===== config.mk =====
export PLATFORM = sky130hd
export DESIGN_NAME = uwd_window_decode
export DESIGN_NICKNAME = d
export VERILOG_FILES = /design/src/hdl/uwd_pkg.sv /design/src/hdl/uwd_window_decode.sv
export SDC_FILE = /design/constraint.sdc
export NUM_CORES = 1
export LEC_CHECK = 0
export BUFFER_PORTS_ARGS = -buffer_cell sky130_fd_sc_hd__buf_2
export CORE_AREA = 4 4 236 238
export CTS_CLUSTER_DIAMETER = 80
export DETAILED_ROUTE_END_ITERATION = 10
export DIE_AREA = 0 0 240 242
export GPL_TIMING_DRIVEN = 0
export PLACE_DENSITY = 0.64
export SLEW_MARGIN = 40
export SYNTH_ARGS = -nofsm -noshare
export SYNTH_HDL_FRONTEND = slang
export SYNTH_SLANG_ARGS = --single-unit

===== constraint.sdc =====
create_clock -name aclk -period 5.14 [get_ports aclk]
set_input_delay 0.771 -clock aclk [delete_from_list [all_inputs] [get_ports aclk]]
set_output_delay 0.771 -clock aclk [all_outputs]
set_load 0.01 [all_outputs]

===== src/hdl/uwd_pkg.sv =====
// Constants for the upstream window base address decode block
`default_nettype none

package uwd_pkg;

  // ----------------------------------------------------------------
  // Register map
  // ----------------------------------------------------------------
  localparam int ADDR_W = 12;
  localparam logic [11:0] OFS_WIN1 = 12'h058;
  localparam logic [11:0] OFS_WIN2 = 12'h05c;
  localparam logic [11:0] OFS_WIN3 = 12'h060;
  localparam logic [31:0] BASE_RESET = 32'h00000000;

  // ----------------------------------------------------------------
  // Field layout
  // ----------------------------------------------------------------
  localparam int FLD_SPACE = 0;
  localparam int FLD_PREF = 3;
  localparam int SETUP_EN_BIT = 31;
  localparam int W1_BASE_LSB = 6;
  localparam int W1_MEM_MIN_LSB = 12;
  localparam int W1_IO_MAX_LSB = 8;
  localparam int W2_BASE_LSB = 14;
  localparam int W3_BASE_LSB = 12;
  localparam logic [3:0] RO_FIELD_MASK = 4'hf;
  localparam logic [1:0] TYPE_32 = 2'h0;
  localparam logic [1:0] TYPE_64 = 2'h1;

  // ----------------------------------------------------------------
  // Forwarding control and page table
  // ----------------------------------------------------------------
  localparam int FWD64_EN_BIT = 21;
  localparam int PAGE_CODE_LSB = 16;
  localparam int PAGE_CODE_W = 5;
  localparam logic [4:0] PAGE_CODE_MAX = 5'h11;
  localparam int PAGE_LSB_MIN = 8;
  localparam int LUT_PAGES = 64;
  localparam int LUT_IDX_W = 6;
  localparam int LUT_VALID_BIT = 0;

  // ----------------------------------------------------------------
  // Bus responses
  // ----------------------------------------------------------------
  localparam logic [1:0] RESP_OKAY = 2'h0;
  localparam logic [1:0] RESP_SLVERR = 2'h2;

endpackage : uwd_pkg

`default_nettype wire


===== src/hdl/uwd_window_decode.sv =====
// Upstream window base registers with AXI4-Lite access and address decode
//
// Design decision made here: the AXI4-Lite register port.
`timescale 1ns/100ps
`default_nettype none

module uwd_window_decode
  import uwd_pkg::*;
(
  // Clock and reset
  input wire logic aclk,
  input wire logic aresetn,
  // AXI4-Lite write address
  input wire logic awvalid,
  output logic awready,
  input wire logic [ADDR_W-1:0] awaddr,
  input wire logic [2:0] awprot,
  // AXI4-Lite write data
  input wire logic wvalid,
  output logic wready,
  input wire logic [31:0] wdata,
  input wire logic [3:0] wstrb,
  // AXI4-Lite write response
  output logic bvalid,
  input wire logic bready,
  output logic [1:0] bresp,
  // AXI4-Lite read address
  input wire logic arvalid,
  output logic arready,
  input wire logic [ADDR_W-1:0] araddr,
  input wire logic [2:0] arprot,
  // AXI4-Lite read data
  output logic rvalid,
  input wire logic rready,
  output logic [31:0] rdata,
  output logic [1:0] rresp,
  // Setup and translation values from the bridge core
  input wire logic [31:0] win1_setup,
  input wire logic [31:0] win1_xlat_base,
  input wire logic [31:0] win3_setup,
  input wire logic [31:0] win3_setup_upper,
  input wire logic [31:0] win3_upper_base,
  input wire logic [31:0] fwd_ctrl,
  // Downstream window 3 range
  input wire logic [63:0] dn3_base,
  input wire logic [63:0] dn3_limit,
  // Page table lookup
  output logic [LUT_IDX_W-1:0] lut_index,
  input wire logic [31:0] lut_entry,
  // Secondary-side decode request
  input wire logic dec_valid,
  input wire logic [63:0] dec_addr,
  input wire logic dec_is_io,
  // Decode result
  output logic dec_done,
  output logic hit_win1,
  output logic hit_win2,
  output logic hit_win3,
  output logic hit_fwd64,
  output logic [63:0] dec_xaddr
);

  // ----------------------------------------------------------------
  // State
  // ----------------------------------------------------------------
  typedef struct packed {
    logic aw_held;
    logic [ADDR_W-1:0] aw_addr;
    logic w_held;
    logic [31:0] w_data;
    logic [3:0] w_strb;
    logic b_valid;
    logic [1:0] b_resp;
    logic r_valid;
    logic [31:0] r_data;
    logic [1:0] r_resp;
    logic [31:0] base1;
    logic [31:0] base2;
    logic [31:0] base3;
    logic done;
    logic hit1;
    logic hit2;
    logic hit3;
    logic fwd64;
    logic [63:0] xaddr;
  } uwd_state_s;

  uwd_state_s st;
  uwd_state_s next_st;

  // ----------------------------------------------------------------
  // Helpers
  // ----------------------------------------------------------------
  // Writable base bits of window 1
  function automatic logic [31:0] uwd_w1_mask(input logic [31:0] setup);
    logic [31:0] m;
    m = {setup[31:W1_BASE_LSB], {W1_BASE_LSB{1'b0}}};
    if (setup[FLD_SPACE])
    begin
      // I/O windows never exceed 256B
      m[31:W1_IO_MAX_LSB] = {(32-W1_IO_MAX_LSB){1'b1}};
    end
    else
    begin
      // Memory windows never go below 4KB
      m[W1_MEM_MIN_LSB-1:0] = {W1_MEM_MIN_LSB{1'b0}};
    end
    if (!setup[SETUP_EN_BIT])
    begin
      m = 32'h00000000;
    end
    return m;
  endfunction : uwd_w1_mask

  // Writable base bits of window 3
  function automatic logic [31:0] uwd_w3_mask(input logic [31:0] setup);
    logic [31:0] m;
    m = {setup[31:W3_BASE_LSB], {W3_BASE_LSB{1'b0}}};
    if (!setup[SETUP_EN_BIT])
    begin
      m = 32'h00000000;
    end
    return m;
  endfunction : uwd_w3_mask

  // Byte-lane merge limited to writable bits
  function automatic logic [31:0] uwd_merge(input logic [31:0] old, input logic [31:0] data,
                                             input logic [3:0] strb, input logic [31:0] wmask);
    logic [31:0] lane;
    lane = {{8{strb[3]}}, {8{strb[2]}}, {8{strb[1]}}, {8{strb[0]}}};
    return (old & ~(lane & wmask)) | (data & lane & wmask);
  endfunction : uwd_merge

  // Register select from a byte address, 0 when unmapped
  function automatic logic [1:0] uwd_reg_sel(input logic [ADDR_W-1:0] addr);
    logic [1:0] sel;
    if (addr[ADDR_W-1:2] == OFS_WIN1[ADDR_W-1:2])
    begin
      sel = 2'h1;
    end
    else if (addr[ADDR_W-1:2] == OFS_WIN2[ADDR_W-1:2])
    begin
      sel = 2'h2;
    end
    else if (addr[ADDR_W-1:2] == OFS_WIN3[ADDR_W-1:2])
    begin
      sel = 2'h3;
    end
    else
    begin
      sel = 2'h0;
    end
    return sel;
  endfunction : uwd_reg_sel

  // ----------------------------------------------------------------
  // Window geometry
  // ----------------------------------------------------------------
  logic [PAGE_CODE_W-1:0] page_code;
  logic [31:0] m1;
  logic [31:0] m2;
  logic [31:0] m3;
  logic [31:0] page_mask;
  logic en64;
  logic [31:0] rd_win1;
  logic [31:0] rd_win2;
  logic [31:0] rd_win3;

  always_comb
  begin
    page_code = fwd_ctrl[PAGE_CODE_LSB +: PAGE_CODE_W];
    // Codes past the largest page clamp so the window stays within 2GB
    if (page_code > PAGE_CODE_MAX)
    begin
      page_code = PAGE_CODE_MAX;
    end
    m1 = uwd_w1_mask(win1_setup);
    // 64 pages of 256B << code: window is 16KB << code
    m2 = 32'hffffffff << (W2_BASE_LSB + int'(page_code));
    page_mask = 32'hffffffff << (PAGE_LSB_MIN + int'(page_code));
    m3 = uwd_w3_mask(win3_setup);
    en64 = fwd_ctrl[FWD64_EN_BIT];
    // Low type bits come straight from setup; stored base is masked
    rd_win1 = (st.base1 & m1) | {28'h0000000, win1_setup[3:0] & RO_FIELD_MASK};
    // Space, width and prefetch of window 2 are fixed at zero
    rd_win2 = st.base2 & m2;
    rd_win3 = (st.base3 & m3) | {28'h0000000, win3_setup[3:0] & RO_FIELD_MASK};
  end

  // ----------------------------------------------------------------
  // Address decode
  // ----------------------------------------------------------------
  logic [31:0] a_lo;
  logic [31:0] a_hi;
  logic d_hit1;
  logic d_hit2;
  logic d_hit3;
  logic d_fwd64;
  logic [31:0] x1;
  logic [31:0] x2;
  logic [31:0] hi_mask;
  logic [31:0] hi_base;
  logic [31:0] page_sel;

  always_comb
  begin
    a_lo = dec_addr[31:0];
    a_hi = dec_addr[63:32];
    page_sel = a_lo >> (PAGE_LSB_MIN + int'(page_code));
    lut_index = page_sel[LUT_IDX_W-1:0];
    d_hit1 = win1_setup[SETUP_EN_BIT] && (dec_is_io == win1_setup[FLD_SPACE]) &&
             (a_hi == 32'h00000000) && (((a_lo ^ st.base1) & m1) == 32'h00000000);
    x1 = (win1_xlat_base & m1) | (a_lo & ~m1);
    d_hit2 = !dec_is_io && (a_hi == 32'h00000000) &&
             (((a_lo ^ st.base2) & m2) == 32'h00000000) &&
             lut_entry[LUT_VALID_BIT];
    x2 = (lut_entry & page_mask) | (a_lo & ~page_mask);
    // Without 64-bit enable the upper half must be zero to hit
    if (en64)
    begin
      hi_mask = win3_setup_upper;
      hi_base = win3_upper_base;
    end
    else
    begin
      hi_mask = 32'hffffffff;
      hi_base = 32'h00000000;
    end
    d_hit3 = win3_setup[SETUP_EN_BIT] && (!en64 || win3_setup_upper[SETUP_EN_BIT]) &&
             !dec_is_io && (((a_hi ^ hi_base) & hi_mask) == 32'h00000000) &&
             (((a_lo ^ st.base3) & m3) == 32'h00000000);
    d_fwd64 = !dec_is_io && (a_hi != 32'h00000000) &&
              ((dec_addr < dn3_base) || (dec_addr > dn3_limit));
  end

  // ----------------------------------------------------------------
  // Next state
  // ----------------------------------------------------------------
  logic aw_take;
  logic w_take;
  logic ar_take;
  logic [1:0] wr_sel;
  logic [1:0] rd_sel;

  always_comb
  begin
    next_st = st;
    awready = !st.aw_held && !st.b_valid;
    wready = !st.w_held && !st.b_valid;
    arready = !st.r_valid;
    aw_take = awvalid && awready;
    w_take = wvalid && wready;
    ar_take = arvalid && arready;
    wr_sel = uwd_reg_sel(st.aw_addr);
    rd_sel = uwd_reg_sel(araddr);

    if (aw_take)
    begin
      next_st.aw_held = 1'b1;
      next_st.aw_addr = awaddr;
    end
    if (w_take)
    begin
      next_st.w_held = 1'b1;
      next_st.w_data = wdata;
      next_st.w_strb = wstrb;
    end

    // Write commits once both halves are held
    if (st.aw_held && st.w_held)
    begin
      next_st.aw_held = 1'b0;
      next_st.w_held = 1'b0;
      next_st.b_valid = 1'b1;
      next_st.b_resp = RESP_OKAY;
      if (wr_sel == 2'h1)
      begin
        next_st.base1 = uwd_merge(st.base1, st.w_data, st.w_strb, m1);
      end
      else if (wr_sel == 2'h2)
      begin
        next_st.base2 = uwd_merge(st.base2, st.w_data, st.w_strb, m2);
      end
      else if (wr_sel == 2'h3)
      begin
        next_st.base3 = uwd_merge(st.base3, st.w_data, st.w_strb, m3);
      end
      else
      begin
        next_st.b_resp = RESP_SLVERR;
      end
    end
    else if (st.b_valid && bready)
    begin
      next_st.b_valid = 1'b0;
    end

    if (ar_take)
    begin
      next_st.r_valid = 1'b1;
      next_st.r_resp = RESP_OKAY;
      if (rd_sel == 2'h1)
      begin
        next_st.r_data = rd_win1;
      end
      else if (rd_sel == 2'h2)
      begin
        next_st.r_data = rd_win2;
      end
      else if (rd_sel == 2'h3)
      begin
        next_st.r_data = rd_win3;
      end
      else
      begin
        next_st.r_data = 32'h00000000;
        next_st.r_resp = RESP_SLVERR;
      end
    end
    else if (st.r_valid && rready)
    begin
      next_st.r_valid = 1'b0;
    end

    // Decode result is registered one cycle after the request
    next_st.done = dec_valid;
    next_st.hit1 = dec_valid && d_hit1;
    next_st.hit2 = dec_valid && d_hit2;
    next_st.hit3 = dec_valid && d_hit3;
    next_st.fwd64 = dec_valid && d_fwd64;
    if (dec_valid)
    begin
      // Window 1 wins an overlap, then window 2; others pass untouched
      if (d_hit1)
      begin
        next_st.xaddr = {32'h00000000, x1};
      end
      else if (d_hit2)
      begin
        next_st.xaddr = {32'h00000000, x2};
      end
      else
      begin
        next_st.xaddr = dec_addr;
      end
    end
  end

  // ----------------------------------------------------------------
  // Registers
  // ----------------------------------------------------------------
  always_ff @(posedge aclk)
  begin
    if (!aresetn)
    begin
      st <= '0;
      st.base1 <= BASE_RESET;
      st.base2 <= BASE_RESET;
      st.base3 <= BASE_RESET;
    end
    else
    begin
      st <= next_st;
    end
  end

  // ----------------------------------------------------------------
  // Outputs
  // ----------------------------------------------------------------
  assign bvalid = st.b_valid;
  assign bresp = st.b_resp;
  assign rvalid = st.r_valid;
  assign rdata = st.r_data;
  assign rresp = st.r_resp;
  assign dec_done = st.done;
  assign hit_win1 = st.hit1;
  assign hit_win2 = st.hit2;
  assign hit_win3 = st.hit3;
  assign hit_fwd64 = st.fwd64;
  assign dec_xaddr = st.xaddr;

endmodule : uwd_window_decode

`default_nettype wire


==> flow_metrics.py, run 1 <==
metrics = {
    "timing": {
        "max_clock_freq_ghz": 0.204,
        "slew_viol_final": 0,
        "slew_headroom": 0.375,
        "fin_tns_setup_ns": 0,
        "timing.final.crit_period_ns": 4.89,
        "rsz0062_at_grt": "false",
        "setup-violations-final": 0,
        "report.final.hold_viol_count": 0,
        "worstMarginPinSlew_ns": 0.937,
        "skew_ns": 0.0572,
        "fin_crit_sh": 0.951,
        "setup_ws_ns": 0.250,
    },
    "power": {
        "power_leakage_nw": 10.6,
        "power_density_nw_per_um2": 249,
        "ir_drop_v": 0.000188,
        "finalPower_w": 0.00547,
    },
    "synthesis": {
        "synth_ff_type": "dfxtp_1",
        "ys_seq_area_frac": 0.266,
        "yosysMostFrequentCell": "nand2_1",
        "synth_top_area_cell": "dfxtp_1",
        "syn_inst": 2212,
        "synth_xor_area_frac": 0.0397,
        "synthAdderAreaFrac": 0.101,
        "ys_async_sr_fraction": 0,
        "synth_compound_area_frac": 0.217,
        "ys_ff_latch": 229,
        "ys_warn_count": 0,
        "synth_top_family_by_area": "compound AO/OA/AOI/OAI gates",
        "synthMuxAreaShare": 0.0754,
        "synth_commonest_cells": "nand2_1, dfxtp_1, inv_1, o21ai_0, ha_1",
        "yosys.area_share.simple": 0.187,
        "avgSynthCellArea_um2": 7.78,
        "synth_top_cells_by_area": "dfxtp_1, ha_1, mux2i_1, nand2_1, o21ai_0",
        "netlist_area_um2": 17200,
        "yosysTopAreaCellShare": 0.266,
        "synth_edf_count": 0,
        "yosysUniqueCellTypes": 75,
    },
    "worst_setup_path": {
        "r2r_slack_ns": 1.50,
        "crit_family": "buffers and inverters",
        "crit_path_start_kind": "input pin",
        "crit_buf_inv": 8,
        "r2r_cells": 11,
        "timing.rr.start": "st[164]",
        "crit_fanout": 15,
        "cp_slowest_cell": "ha_1",
        "cp.arrival_ns": 5.39,
        "path_cells": "buf_2, buf_2, nor2b_2, inv_1, clkbuf_1, clkbuf_2, ha_1, nor2b_1, a2bb2o_1, o21ai_0, and3b_1, buf_1, and3_4, buf_6, buf_2, nand3_1, a31oi_1",
        "crit_top_cell": "buf_2",
        "critical_path_depth": 17,
        "max_stage_delay_ns": 0.56,
        "path_class": "in2reg",
        "end_kind": "flip-flop",
        "cp-startpoint": "fwd_ctrl[19]",
        "cp.required_ns": 5.64,
        "reg2reg_to": "dec_xaddr[25]",
        "critical_path.endpoint": "dec_xaddr[0]",
    },
    "floorplanning": {
        "fp.dieW_um": 240,
        "dieArea_um2": 58100,
        "initial_utilization": 0.321,
        "std_cell_rows": 85,
        "fp.dieH_um": 242,
        "ios": 607,
        "fp.coreArea_um2": 53600,
    },
    "clocking": {
        "clock-sinks": 229,
        "htreeDepth": 1,
        "clk_path_buf_depth": 3,
        "cts_tree": "built",
        "cts_root_buffer": "clkbuf_16",
        "post_cts_buffers": 0,
        "clkTransAtPathRegs_ns": 0.06,
        "cts_made_buffers": 30,
        "clock_latency_ns": 0.62,
        "cts_hold_buf": 0,
    },
    "global_routing": {
        "grt_pass1_vias": 18125,
        "grt.total_usage": 0.294,
        "grt_max_degree": 18,
        "grt_antenna_before_repair": 32,
        "grt_pass1_wl_um": 125000,
        "gr-total-overflow": 0,
    },
    "detailed_routing": {
        "drt_iter0_markers": 1951,
        "drt-total-wl_um": 91500,
        "avgViaCountPerCell": 5.46,
        "wire_per_inst_um": 25.9,
        "drcViolationCount": 0,
        "vias": 19304,
        "ant_nets": 0,
        "dr.pass1.iters": 6,
    },
    "cells_and_area": {
        "seqCellArea_um2": 4580,
        "area.growth.synth_to_final_pct": 27.8,
        "multi_input_area_um2": 10700,
        "finalInstanceArea_um2": 22000,
        "fin_nets": 3423,
        "fillerInstances": 5732,
        "drive_above_1_share": 0.267,
        "utilization": 0.410,
    },
    "flow_run": {
        "maxCapViolations": 0,
    },
    "worst_hold_path": {
        "min_path_type": "in2reg",
    },
    "status": {
        "status": "finished, final reports clean",
    },
    "placed_design": {
        "port-buffer-count": 544,
        "post-place-ws_ns": -0.664,
        "placed_cell_area_um2": 20900,
        "dp_hpwl_um": 75600,
        "place_congestion": 1.02,
    },
}
## sequential cells by signal, indices dropped and copies added (netlist names)
name and cells:
bvalid 1, hit_fwd64 1, hit_win2 1, rvalid 1, rdata 32, hit_win1 1
dec_done 1, hit_win3 1, bresp 1, st 124, dec_xaddr 64, rresp 1
## layer usage
metal / share of wire / global-route usage / vias up / routed length (µm)
li1: - / - / 8968 / -
met1: 0.38 / 0.352 / 9033 / 34800
met2: 0.47 / 0.497 / 1026 / 43000
met3: 0.10 / 0.0789 / 247 / 9130
met4: 0.048 / 0.119 / 30 / 4380
met5: 0.0019 / 0 / - / 178
## how the worst min path moves through the flow
| stage | to | slack (ns) | from | cells past startpoint |
|---|---|---|---|---|
| 3_5_place_dp | st[250] | 0.45 | st[250] | 2 |
| 4_1_cts | st[250] | 0.37 | awaddr[10] | 3 |
| 3_3_place_gp | dec_xaddr[9] | 0.45 | dec_xaddr[9] | 1 |
| 6_report | st[250] | 0.39 | awaddr[10] | 3 |
| 5_1_grt | st[225] | 0.39 | wdata[18] | 3 |
| 2_1_floorplan | dec_xaddr[14] | 0.43 | dec_xaddr[14] | 2 |
## cells in the final DEF, fill, tap and decap left out, drive strengths merged, types with 13 or more instances in the layout
master	n
xnor2	49
a21boi	20
and2	15
and3	14
a21o	44
dfxtp	229
buf	667
a21oi	138
o211ai	13
a22o	38
o21ai	155
nand3b	18
nor2b	46
nor3	18
a31oi	35
ha	139
inv	185
mux2i	106
nand4	57
diode	21
clkbuf	152
a2bb2oi	13
xor2	29
a221oi	13
nor2	98
o22ai	26
nand3	56
nor4	23
nand2	255
## worst min-delay path, delay by kind of cell
family          cells  cell delay (ns)
compound gates      1             0.05
simple gates        1             0.05
buf+inv             1             0.09
## logic make-up (layout without fill, tap and decap cells)
logic type,count (synthesis),count (layout)
AOI/OAI and AO/OA,582,582
xor gates and xnor gates,78,78
adders and majority gates,139,139
other,1,23
and+or+nand+nor,655,655
buffers and inverters,410,1014
DFF,229,229
muxes,118,118
## area by class of cell
class                      count  area share
inverter                     183      0.0312
tap                          696      0.0396
buffer                       226      0.0571
antenna                       21     0.00239
sequential                   229       0.208
timing repair buffer         549       0.125
clock inverter                12     0.00734
clock buffer                  44      0.0406
multi-input combinational   1574       0.488
## where the power goes
part | leakage (nW) | switching (W) | internal, W
registers | 1.87 | 0.0000762 | 0.00185
clock network | 0.517 | 0.000915 | 0.00132
logic | 8.25 | 0.000784 | 0.000528
## repair_timing
item	in CTS	in global routing
gates cloned	0	0
endpoints found under the setup margin	15	24
gates resized for setup	2	7
## through the flow
stage               hold WS (ns)  cells
floorplan                  0.434   2213
global placement           0.446   3453
detailed placement         0.451   3458
CTS                        0.374   3514
global route               0.390   3523
finish                     0.391   3534
(Power assumes the default switching activity.)
==> run 2: changes to the inputs <==
--- a/config.mk
+++ b/config.mk
@@ -11,7 +11,6 @@
 export DETAILED_ROUTE_END_ITERATION = 10
 export DIE_AREA = 0 0 240 242
 export GPL_TIMING_DRIVEN = 0
-export PLACE_DENSITY = 0.64
 export SLEW_MARGIN = 40
 export SYNTH_ARGS = -nofsm -noshare
 export SYNTH_HDL_FRONTEND = slang
==> run 2 against run 1 <==
  * Routed wire length grew 6.4%
  * Clock-buffer cell count stayed put
  * First-iteration DRC count shrank 5.1%
  * Final area decreased by 0.19%
  * Sequential cell count did not move
  * Fmax fell by 1.8%
  * Clock skew shrank 0.012 ns
  * Clock power decreased by 4%
  * Register-to-register slack worse by 0.03 ns
  * Sequential power about the same
  * Utilization shrank 0.079 points
  * Combinational power increased by 4%
  * Largest cell class unchanged
  * Highest routed layer unchanged
==> flow_metrics.py, run 2 (synthesized netlist as in run 1, its figures left out) <==
metrics = {
    "status": {
        "status": "finished, final reports clean",
    },
    "power": {
        "power_density_nw_per_um2": 248,
        "ir_drop_v": 0.000226,
        "power_leakage_nw": 10.6,
        "finalPower_w": 0.00543,
    },
    "detailed_routing": {
        "drt-total-wl_um": 97400,
        "avgViaCountPerCell": 5.58,
        "ant_nets": 0,
        "dr.pass1.iters": 6,
        "drcViolationCount": 0,
        "vias": 19675,
        "wire_per_inst_um": 27.6,
        "drt_iter0_markers": 1851,
    },
    "worst_setup_path": {
        "cp_slowest_cell": "ha_2",
        "crit_buf_inv": 7,
        "crit_family": "buffers and inverters",
        "cp.required_ns": 5.65,
        "crit_top_cell": "buf_2",
        "path_cells": "buf_2, buf_2, nor2b_1, clkinv_1, ha_1, ha_2, inv_1, a21oi_2, nand2_1, a32oi_1, and3b_1, buf_1, and3_4, buf_6, buf_2, nand3_1, a31oi_1",
        "cp.arrival_ns": 5.49,
        "end_kind": "flip-flop",
        "crit_fanout": 10,
        "timing.rr.start": "st[164]",
        "path_class": "in2reg",
        "cp-startpoint": "fwd_ctrl[18]",
        "max_stage_delay_ns": 0.52,
        "r2r_slack_ns": 1.47,
        "crit_path_start_kind": "input pin",
    },
    "timing": {
        "report.final.hold_viol_count": 0,
        "setup-violations-final": 0,
        "worstMarginPinSlew_ns": 0.894,
        "setup_ws_ns": 0.162,
        "skew_ns": 0.0453,
        "slew_headroom": 0.397,
        "whs_ns": 0.392,
        "rsz0062_at_grt": "false",
        "max_clock_freq_ghz": 0.201,
        "timing.final.crit_period_ns": 4.98,
        "fin_crit_sh": 0.968,
        "slew_viol_final": 0,
    },
    "global_routing": {
        "grt_pass1_wl_um": 134000,
        "gr-total-overflow": 0,
        "grt_antenna_before_repair": 19,
        "grt.total_usage": 0.315,
        "grt_max_degree": 18,
        "grt_pass1_vias": 19153,
    },
    "placed_design": {
        "place_congestion": 1.01,
        "post-place-ws_ns": -1.12,
        "port-buffer-count": 544,
        "dp_hpwl_um": 80700,
    },
    "clocking": {
        "cts_root_buffer": "clkbuf_16",
        "cts_made_buffers": 30,
        "post_cts_buffers": 0,
        "clock_latency_ns": 0.61,
        "cts_tree": "built",
        "clk_path_buf_depth": 3,
        "cts_resized": 5,
        "htreeDepth": 1,
        "cts_hold_buf": 0,
        "clock-sinks": 229,
        "clkTransAtPathRegs_ns": 0.06,
    },
    "worst_hold_path": {
        "min-delay-start": "wdata[26]",
        "min_path_type": "in2reg",
    },
    "cells_and_area": {
        "area.growth.synth_to_final_pct": 27.5,
        "final_common_cell": "buf_2",
        "regMostFlops": "st",
        "fillerInstances": 5705,
        "drive_above_1_share": 0.269,
        "largest_reg_flops": 124,
        "fin_nets": 3422,
        "mostFrequentLayoutCells": "buf_2, nand2_1, dfxtp_1",
    },
    "floorplanning": {
        "fp.coreArea_um2": 53600,
        "ios": 607,
        "initial_utilization": 0.321,
        "std_cell_rows": 85,
        "dieArea_um2": 58100,
        "fp.dieH_um": 242,
        "fp.dieW_um": 240,
    },
    "flow_run": {
        "maxCapViolations": 0,
    },
}
run 2: cell count changes in the layout (fill, tap and decap cells not counted), moves of 2 or more:
cell,previous run,this run
inv_8,2,0
clkbuf_2,6,9
o21ai_1,1,3
clkbuf_1,107,103
diode_2,21,17
buf_2,556,558
o21ai_0,154,152
run 2: final timing paths:
| path | endpoint | cells past startpoint |
|---|---|---|
| worst max-delay path | dec_xaddr[0] | 17 |
| worst min-delay path | st[233] | 3 |
| worst max register to register | dec_xaddr[28] | 11 |
| worst min register to register | st[250] | 2 |
run 2: worst reg2reg max path: cells and delay by family (launching register included):
family          cells  cell delay [ns]
compound gates      2             0.63
flops               1             0.44
xor+xnor            1             0.19
simple gates        5             1.19
buf+inv             3             1.11
run 2: layout make-up:
class                   count  area, µm²  share of cell area
clock inverters            10        116             0.00530
flip-flops and latches    229       4580               0.209
inverters                 183        687              0.0313
multi-input cells        1574      10800               0.490
plain buffers             225       1260              0.0573
repair buffers            549       2750               0.125
well taps                 696        871              0.0397
clock buffers              44        883              0.0402
diodes                     17       42.5             0.00194
run 2: per-layer routing:
| layer | global-route usage | up-vias | wire length [µm] |
|---|---|---|---|
| met5 | 0 | - | 52 |
| met4 | 0.125 | 8 | 4570 |
| met3 | 0.0578 | 212 | 7990 |
| met2 | 0.540 | 1027 | 46300 |
| met1 | 0.388 | 9466 | 38400 |
| li1 | - | 8962 | - |
run 2: metrics by stage:
stage	TNS (ns)	instance area, µm²	cells	util
3_3_place_gp	-28.67	20800	3453	0.388
3_5_place_dp	-29.82	20900	3458	0.390
2_1_floorplan	0	17200	2213	-
6_report	0	21900	3527	0.409
4_1_cts	0	21900	3511	0.408
5_1_grt	0	21900	3523	0.409
run 2: power by group:
group          internal, W  switching, W  total, W
Combinational     0.000532      0.000826   0.00136
Sequential         0.00185     0.0000775   0.00193
Clock              0.00124      0.000906   0.00215
